### config.mk
export PLATFORM = sky130hd
export DESIGN_NAME = numeric_oscillator_regs
export DESIGN_NICKNAME = d
export VERILOG_FILES = /design/src/rtl/nco_pkg.sv /design/src/rtl/nco_pulse_stretch.sv /design/src/rtl/numeric_oscillator_regs.sv
export SDC_FILE = /design/constraint.sdc
export NUM_CORES = 1
export LEC_CHECK = 0
export ABC_AREA = 1
export ABC_CLOCK_PERIOD_IN_PS = 5100
export BUFFER_PORTS_ARGS = -buffer_cell sky130_fd_sc_hd__buf_2
export CORE_ASPECT_RATIO = 0.8
export CORE_MARGIN = 5
export CORE_UTILIZATION = 50
export CTS_BUF_LIST = sky130_fd_sc_hd__clkbuf_8
export DETAILED_ROUTE_END_ITERATION = 16
export HOLD_SLACK_MARGIN = 0.15
export PLACE_DENSITY = 0.74
export SLEW_MARGIN = 0
export SYNTH_ARGS = -nofsm -noshare
export SYNTH_HDL_FRONTEND = slang
export SYNTH_SLANG_ARGS = --single-unit
### constraint.sdc
create_clock -name core_clk -period 5.1 [get_ports core_clk]
set_input_delay 0.255 -clock core_clk [delete_from_list [all_inputs] [get_ports core_clk]]
set_output_delay 0.255 -clock core_clk [all_outputs]
set_load 0.02 [all_outputs]
### src/rtl/nco_pkg.sv
// constants, register map and state types for the numeric oscillator
package nco_pkg;

  localparam int ACC_W = 20;
  localparam int BYTE_W = 8;
  localparam int ADDR_W = 6;
  localparam int BUS_W = 32;
  localparam int CNT_W = 8;
  localparam int NUM_SRC_DEF = 11;

  // byte addresses on the register bus, one word per register
  localparam logic [ADDR_W-1:0] OFS_CONTROL = 6'h00;
  localparam logic [ADDR_W-1:0] OFS_CLOCK = 6'h04;
  localparam logic [ADDR_W-1:0] OFS_ACC_LOW = 6'h08;
  localparam logic [ADDR_W-1:0] OFS_ACC_HIGH = 6'h0C;
  localparam logic [ADDR_W-1:0] OFS_ACC_UPPER = 6'h10;
  localparam logic [ADDR_W-1:0] OFS_STEP_LOW = 6'h14;
  localparam logic [ADDR_W-1:0] OFS_STEP_HIGH = 6'h18;
  localparam logic [ADDR_W-1:0] OFS_STEP_UPPER = 6'h1C;
  localparam logic [ADDR_W-1:0] OFS_IRQ_STATUS = 6'h20;
  localparam logic [ADDR_W-1:0] OFS_IRQ_MASK = 6'h24;

  // control register fields
  localparam int BIT_ENABLE = 7;
  localparam int BIT_OUT = 5;
  localparam int BIT_INVERT = 4;
  localparam int BIT_PULSE_MODE = 0;
  // clock register fields
  localparam int PWS_LSB = 5;
  localparam int PWS_MSB = 7;
  localparam int CKS_LSB = 0;
  localparam int CKS_MSB = 3;
  localparam logic [BYTE_W-1:0] CLOCK_WR_MASK = 8'hEF;
  // upper bytes hold four bits
  localparam int UPPER_W = ACC_W - 2 * BYTE_W;
  // interrupt status and mask
  localparam int BIT_IRQ_OVF = 0;

  localparam logic [BYTE_W-1:0] RST_CLOCK = 8'h00;
  localparam logic [ACC_W-1:0] RST_ACC = 20'h0_0000;
  localparam logic [ACC_W-1:0] RST_STEP = 20'h0_0001;
  localparam logic [CNT_W-1:0] RST_COUNT = 8'h00;

  typedef struct packed {
    logic en;
    logic invert;
    logic pulse_mode;
  } osc_ctrl_t;

  typedef struct packed {
    logic active;
    logic [CNT_W-1:0] count;
  } pulse_state_t;

  typedef struct packed {
    osc_ctrl_t ctrl;
    logic [BYTE_W-1:0] clk_cfg;
    logic [ACC_W-1:0] acc;
    logic [ACC_W-1:0] step;
    logic [ACC_W-1:0] shadow;
    logic load_pending;
    logic src_prev;
    logic carry;
    logic toggle_level;
    logic out_level;
    logic irq_status;
    logic irq_mask;
    logic irq;
    logic waitreq;
    logic [BYTE_W-1:0] rdata;
  } nco_state_t;

endpackage

### src/rtl/nco_pulse_stretch.sv
// pulse stretcher that holds the pulse-mode output for a chosen width
`timescale 1ns/10ps
`default_nettype none
module nco_pulse_stretch
  import nco_pkg::*;
(
  input wire logic core_clk,
  input wire logic rst_n,
  input wire logic start,
  input wire logic tick,
  input wire logic clear,
  input wire logic [PWS_MSB-PWS_LSB:0] width_code,
  output logic active
);

  pulse_state_t s;
  pulse_state_t n;

  // periods minus one; code 0 gives a single period
  function automatic logic [CNT_W-1:0] width_less_one(input logic [PWS_MSB-PWS_LSB:0] code);
    logic [CNT_W-1:0] one;
    one = 8'h01;
    return (one << code) - one;
  endfunction

  always_comb begin
    n = s;
    if (clear) begin
      n.active = 1'b0;
      n.count = RST_COUNT;
    end else if (start) begin
      // retrigger restarts the width, so an over-long width never drops the output
      n.active = 1'b1;
      n.count = width_less_one(width_code);
    end else if (tick && s.active) begin
      if (s.count == RST_COUNT) begin
        n.active = 1'b0;
      end else begin
        n.count = s.count - 8'h01;
      end
    end
  end

  always_ff @(posedge core_clk) begin
    if (!rst_n) begin
      s <= '0;
    end else begin
      s <= n;
    end
  end

  assign active = s.active;

endmodule // nco_pulse_stretch
`default_nettype wire

### src/rtl/numeric_oscillator_regs.sv
// numerically controlled oscillator with its byte registers on Avalon-MM
`timescale 1ns/10ps
`default_nettype none
module numeric_oscillator_regs
  import nco_pkg::*;
#(
  parameter int NUM_SRC = NUM_SRC_DEF
) (
  input wire logic core_clk,
  input wire logic rst_n,
  // source clocks, sampled as ordinary levels on core_clk
  input wire logic [NUM_SRC-1:0] src_clks,
  input wire logic [ADDR_W-1:0] address,
  input wire logic read,
  input wire logic write,
  input wire logic [BUS_W-1:0] writedata,
  input wire logic [BUS_W/BYTE_W-1:0] byteenable,
  output logic [BUS_W-1:0] readdata,
  output logic waitrequest,
  output logic osc_output_level,
  output logic accumulator_carry_out,
  output logic irq
);

  nco_state_t s;
  nco_state_t n;
  logic pulse_active;
  logic pulse_start;
  logic pulse_tick;
  logic pulse_clear;

  function automatic logic hit(input logic [ADDR_W-1:0] addr, input logic [ADDR_W-1:0] ofs);
    return addr == ofs;
  endfunction

  function automatic logic [BYTE_W-1:0] upper_byte(input logic [ACC_W-1:0] v);
    // unused upper bits always read as zero
    return {{(BYTE_W-UPPER_W){1'b0}}, v[ACC_W-1:2*BYTE_W]};
  endfunction

  function automatic logic [BYTE_W-1:0] read_mux(input nco_state_t st,
                                                 input logic [ADDR_W-1:0] addr);
    logic [BYTE_W-1:0] v;
    v = '0;
    if (hit(addr, OFS_CONTROL)) begin
      v[BIT_ENABLE] = st.ctrl.en;
      v[BIT_OUT] = st.out_level;
      v[BIT_INVERT] = st.ctrl.invert;
      v[BIT_PULSE_MODE] = st.ctrl.pulse_mode;
    end else if (hit(addr, OFS_CLOCK)) begin
      v = st.clk_cfg & CLOCK_WR_MASK;
    end else if (hit(addr, OFS_ACC_LOW)) begin
      // live view; bytes taken in separate reads may straddle a carry
      v = st.acc[BYTE_W-1:0];
    end else if (hit(addr, OFS_ACC_HIGH)) begin
      v = st.acc[2*BYTE_W-1:BYTE_W];
    end else if (hit(addr, OFS_ACC_UPPER)) begin
      v = upper_byte(st.acc);
    end else if (hit(addr, OFS_STEP_LOW)) begin
      v = st.step[BYTE_W-1:0];
    end else if (hit(addr, OFS_STEP_HIGH)) begin
      v = st.step[2*BYTE_W-1:BYTE_W];
    end else if (hit(addr, OFS_STEP_UPPER)) begin
      v = upper_byte(st.step);
    end else if (hit(addr, OFS_IRQ_STATUS)) begin
      v[BIT_IRQ_OVF] = st.irq_status;
    end else if (hit(addr, OFS_IRQ_MASK)) begin
      v[BIT_IRQ_OVF] = st.irq_mask;
    end
    return v;
  endfunction

  nco_pulse_stretch u_pulse (
    .core_clk(core_clk),
    .rst_n(rst_n),
    .start(pulse_start),
    .tick(pulse_tick),
    .clear(pulse_clear),
    .width_code(s.clk_cfg[PWS_MSB:PWS_LSB]),
    .active(pulse_active)
  );

  logic [CKS_MSB-CKS_LSB:0] sel;
  logic src_now;
  logic rise;
  logic fall;
  logic carry;
  logic [ACC_W-1:0] sum;
  logic req;
  logic wr_go;
  logic rd_go;
  logic [BYTE_W-1:0] wd;

  always_comb begin
    // source selection; codes past the last source select a stopped clock
    sel = s.clk_cfg[CKS_MSB:CKS_LSB];
    src_now = 1'b0;
    if (int'(sel) < NUM_SRC) begin
      src_now = src_clks[sel];
    end
    rise = src_now && !s.src_prev;
    fall = !src_now && s.src_prev;
    {carry, sum} = {1'b0, s.acc} + {1'b0, s.shadow};
    carry = carry && s.ctrl.en && rise;
    pulse_start = carry && s.ctrl.pulse_mode;
    pulse_tick = rise && s.ctrl.en;
    pulse_clear = !s.ctrl.en || !s.ctrl.pulse_mode;
  end

  always_comb begin
    n = s;
    req = read || write;
    wd = writedata[BYTE_W-1:0];
    wr_go = write && !s.waitreq && byteenable[0];
    rd_go = read && !s.waitreq;
    n.src_prev = src_now;

    // one wait cycle per access, then a one-cycle answer
    n.waitreq = !(req && s.waitreq);
    if (req && s.waitreq) begin
      n.rdata = read_mux(s, address);
    end

    n.carry = carry;
    if (s.ctrl.en && rise) begin
      n.acc = sum;
    end
    if (carry) begin
      n.toggle_level = !s.toggle_level;
    end

    // shadow follows the step registers on a source falling edge, or at once when off
    if (s.load_pending && (!s.ctrl.en || fall)) begin
      n.shadow = s.step;
      n.load_pending = 1'b0;
    end

    if (wr_go) begin
      if (hit(address, OFS_CONTROL)) begin
        n.ctrl.en = wd[BIT_ENABLE];
        n.ctrl.invert = wd[BIT_INVERT];
        n.ctrl.pulse_mode = wd[BIT_PULSE_MODE];
      end else if (hit(address, OFS_CLOCK)) begin
        n.clk_cfg = wd & CLOCK_WR_MASK;
      end else if (hit(address, OFS_ACC_LOW)) begin
        // a write while running overrides this byte of the adder result; the other bytes still take the sum
        n.acc[BYTE_W-1:0] = wd;
      end else if (hit(address, OFS_ACC_HIGH)) begin
        n.acc[2*BYTE_W-1:BYTE_W] = wd;
      end else if (hit(address, OFS_ACC_UPPER)) begin
        n.acc[ACC_W-1:2*BYTE_W] = wd[UPPER_W-1:0];
      end else if (hit(address, OFS_STEP_LOW)) begin
        // only the low byte arms the transfer, so write it last
        n.step[BYTE_W-1:0] = wd;
        n.load_pending = 1'b1;
      end else if (hit(address, OFS_STEP_HIGH)) begin
        n.step[2*BYTE_W-1:BYTE_W] = wd;
      end else if (hit(address, OFS_STEP_UPPER)) begin
        n.step[ACC_W-1:2*BYTE_W] = wd[UPPER_W-1:0];
      end else if (hit(address, OFS_IRQ_MASK)) begin
        n.irq_mask = wd[BIT_IRQ_OVF];
      end
    end

    // read of status clears it; a same-cycle overflow still sets it
    if (rd_go && hit(address, OFS_IRQ_STATUS)) begin
      n.irq_status = 1'b0;
    end
    if (carry) begin
      n.irq_status = 1'b1;
    end
    n.irq = n.irq_status && n.irq_mask;

    if (s.ctrl.pulse_mode) begin
      n.out_level = pulse_active ^ s.ctrl.invert;
    end else begin
      n.out_level = n.toggle_level ^ s.ctrl.invert;
    end
  end

  always_ff @(posedge core_clk) begin
    if (!rst_n) begin
      s <= '0;
      s.clk_cfg <= RST_CLOCK;
      s.acc <= RST_ACC;
      s.step <= RST_STEP;
      s.shadow <= RST_STEP;
      s.waitreq <= 1'b1;
    end else begin
      s <= n;
    end
  end

  assign readdata = {{(BUS_W-BYTE_W){1'b0}}, s.rdata};
  assign waitrequest = s.waitreq;
  assign osc_output_level = s.out_level;
  assign accumulator_carry_out = s.carry;
  assign irq = s.irq;

endmodule // numeric_oscillator_regs
`default_nettype wire

==> metrics.csv <==
metric,value,unit
Lkg Pwr,2.746,nW
Starting Density,0.5053,
final worst slack,2.034,ns
die area,13760,µm²
Nets,927,
GRT overflow,0,
Crit-path slowest cell,dfxtp_1,
FF/Latch Area,1922,µm²
global-route wire length before repair,25890,µm
port bufs,41,
# diodes,0,
post-route clock period utilization,0.6012,
Initial DRT Pass Iterations,6,
Post-synth EDFFs,0,
Synth top area share,0.3341,
gr usage total,0.2377,
status,"finished, final reports clean",
Clock Skews,0.01397,ns
remaining antenna violation count,0,
Power Density,227.8,nW/µm²
"Arr. time, crit path",3.31,ns
Detailed Place HPWL,12140,µm
WL/cell,16.16,µm
largest net degree at the start of global routing,64,
clock latency at the later pin of the worst-skew pair,0.38,ns
cells on worst reg2reg path,13,
FF-to-FF End,s[32],
drt total wl,16180,µm
Mapped Area,5753,µm²
unrepaired setup endpoints after global routing,false,
total core area,11390,µm²
area growth from synthesis to final layout,6.242,%
f_max,0.3262,GHz
worst path cell trace,inv_4 -> nand2_1 -> nand3_1 -> nand3_1 -> nand3_2 -> nand2_1 -> inv_1 -> nand2_1 -> nand2_1 -> nand2_1 -> inv_1 -> o21ai_0 -> a21oi_1,
Iter 0 DRT Violations,709,
CP max stage delay,0.60,ns
max_cap viols,0,
Worst-path clk slew,0.11,ns
final setup TNS,0,ns
"Seq/Total Area, Yosys",0.3341,
Fin. Hold Viols,0,
final instance area,6112,µm²
Worst Path Required,5.35,ns
GRT met1 Usage,0.3635,
# rows,35,
Bufs on Longest Clock Path,2,
Worst Tran Pin Value,1.001,ns
H-tree depth,3,
max-slew violations,0,
TritonCTS clock tree,built,
die height,105.9,µm
synth unique cells,48,
fillcell total,1149,
Synth warnings,0,
FF-to-FF Start,s[77],
Syn Area/Cell,6.948,µm²
DR vias/cell,5.635,
most frequent cells after synthesis,"nand2_1, dfxtp_1, a21oi_1, o21ai_0, nor2_1",
Peak VDD IR,0.0001343,V
Resized Gates After CTS,0,
initial antenna violation count,0,
maximum fanout along the worst path,23,
Yosys reg bits,96,
"Async S/R FF share, synth",0,
vias in the first global route,5059,
Cells after Synth,828,
Setup-failing EPs final,0,
CTS Buf Count,9,
leading cell type by number of instances after synthesis,nand2_1,
routability cong.,1.013,
"area leader, netlist",dfxtp_1,
die width,129.9,µm
Setup crit end,s[32],
Worst setup SP type,flop,
residual DRC count,0,
CP Class,reg2reg,
Via Count,5641,
HP Class,in2reg,
most frequent CP cell,nand2_1,
Setup crit start,s[77],
Worst slew margin,0.3303,
pre-CTS setup slack,2.086,ns
met2 Track Usage GR,0.3164,
area of the multi-input gates,3221,µm²
I/O pins,93,
Worst setup EP type,flop,
Placed Area,5877,µm²
Worst R2R Setup Slack,2.03,ns
top post-synthesis cells by area,"dfxtp_1, nand2_1, a21oi_1",
clk sinks,96,
ys flop type,dfxtp_1,
fin crit period,3.066,ns
M3 GR Usage,0.07534,
GRT Max-Usage Layer,met1,
layout cell share with drive strength beyond 1,0.09965,
Clk Tree Root Cell,clkbuf_8,
critical path: cells and delay by family (launching register included):
kind,cells,cell delay [ns]
AO/OA/AOI/OAI,2,0.38
buffers and inverters,3,0.75
flip-flops,1,0.60
AND/OR/NAND/NOR,8,1.19
flip-flops by register name (all words and copies together) (netlist names):
signal and count:
accumulator_carry_out 1, irq 1, osc_output_level 1, readdata 8, s 75, u_pulse.active 1, u_pulse.s 8, waitrequest 1
cells in the final DEF (no fill, tap or decap), types with 6 or more instances in the layout:
cell type,instances
nand2_1,144
dfxtp_1,96
a21oi_1,88
o21ai_0,88
nor2_1,84
inv_1,83
buf_2,41
nand3_1,33
conb_1,24
ha_1,21
nand4_1,18
nor3_1,15
o211ai_1,12
xor2_1,11
clkbuf_8,10
a221oi_1,7
a31oi_1,6
layout make-up:
| type | count | area share |
|---|---|---|
| clock buffers | 10 | 0.02252 |
| clock inverters | 6 | 0.01269 |
| inverters | 87 | 0.05384 |
| multi-input cells | 609 | 0.5269 |
| flip-flops and latches | 96 | 0.3144 |
| well taps | 148 | 0.03030 |
| repair buffers | 45 | 0.03930 |
worst min-delay path by stage:
stage	slack, ns	end	cells past startpoint	startpoint
global placement	0.45	readdata[1]	2	readdata[1]
CTS	0.16	s[62]	3	writedata[5]
finish	0.18	s[62]	3	writedata[5]
detailed placement	0.46	readdata[2]	2	readdata[2]
floorplan	0.39	s[40]	2	writedata[3]
global route	0.17	s[62]	3	writedata[5]
metal layers:
layer / vias to the layer above / part of all wire
met5: - / 0
met4: 0 / 0.019
met3: 26 / 0.12
met2: 269 / 0.39
met1: 2563 / 0.47
li1: 2783 / -
power breakdown:
part	internal [mW]	total, mW	leakage [nW]	switching (mW)
Clock	0.247	0.546	0.110	0.299
Sequential	0.753	0.756	0.774	0.00263
Combinational	0.0225	0.0909	1.86	0.0683
Total	1.02	1.39	2.75	0.370
kinds of logic (layout without fill, tap and decap cells):
group / count (synthesis) / count (layout) / synth area share
AND/OR/NAND/NOR: 318 / 318 / 0.2473
AO/OA/AOI/OAI: 231 / 231 / 0.2264
buffers and inverters: 146 / 148 / 0.1211
flip-flops: 96 / 96 / 0.3341
adder cells (fa/ha/maj): 22 / 22 / 0.04915
XOR/XNOR: 14 / 14 / 0.02131
other: 1 / 24 / 0.0006518
through the flow:
stage	instances	hold slack [ns]	utilization	power, mW
after floorplan	851	0.3899	-	0.8444
after global routing	1001	0.1742	0.5368	1.436
after detailed placement	983	0.4572	0.5162	0.8605
final	1001	0.1767	0.5368	1.392
after CTS	1001	0.1601	0.5368	1.395
after global placement	983	0.4522	0.5162	0.8601
timing repair:
action,in CTS,in global routing
endpoints found under the setup margin,0,0
hold buffers,2,0
setup buffers,0,0
endpoints found under the hold margin,2,0
(Power assumes the default switching activity.)
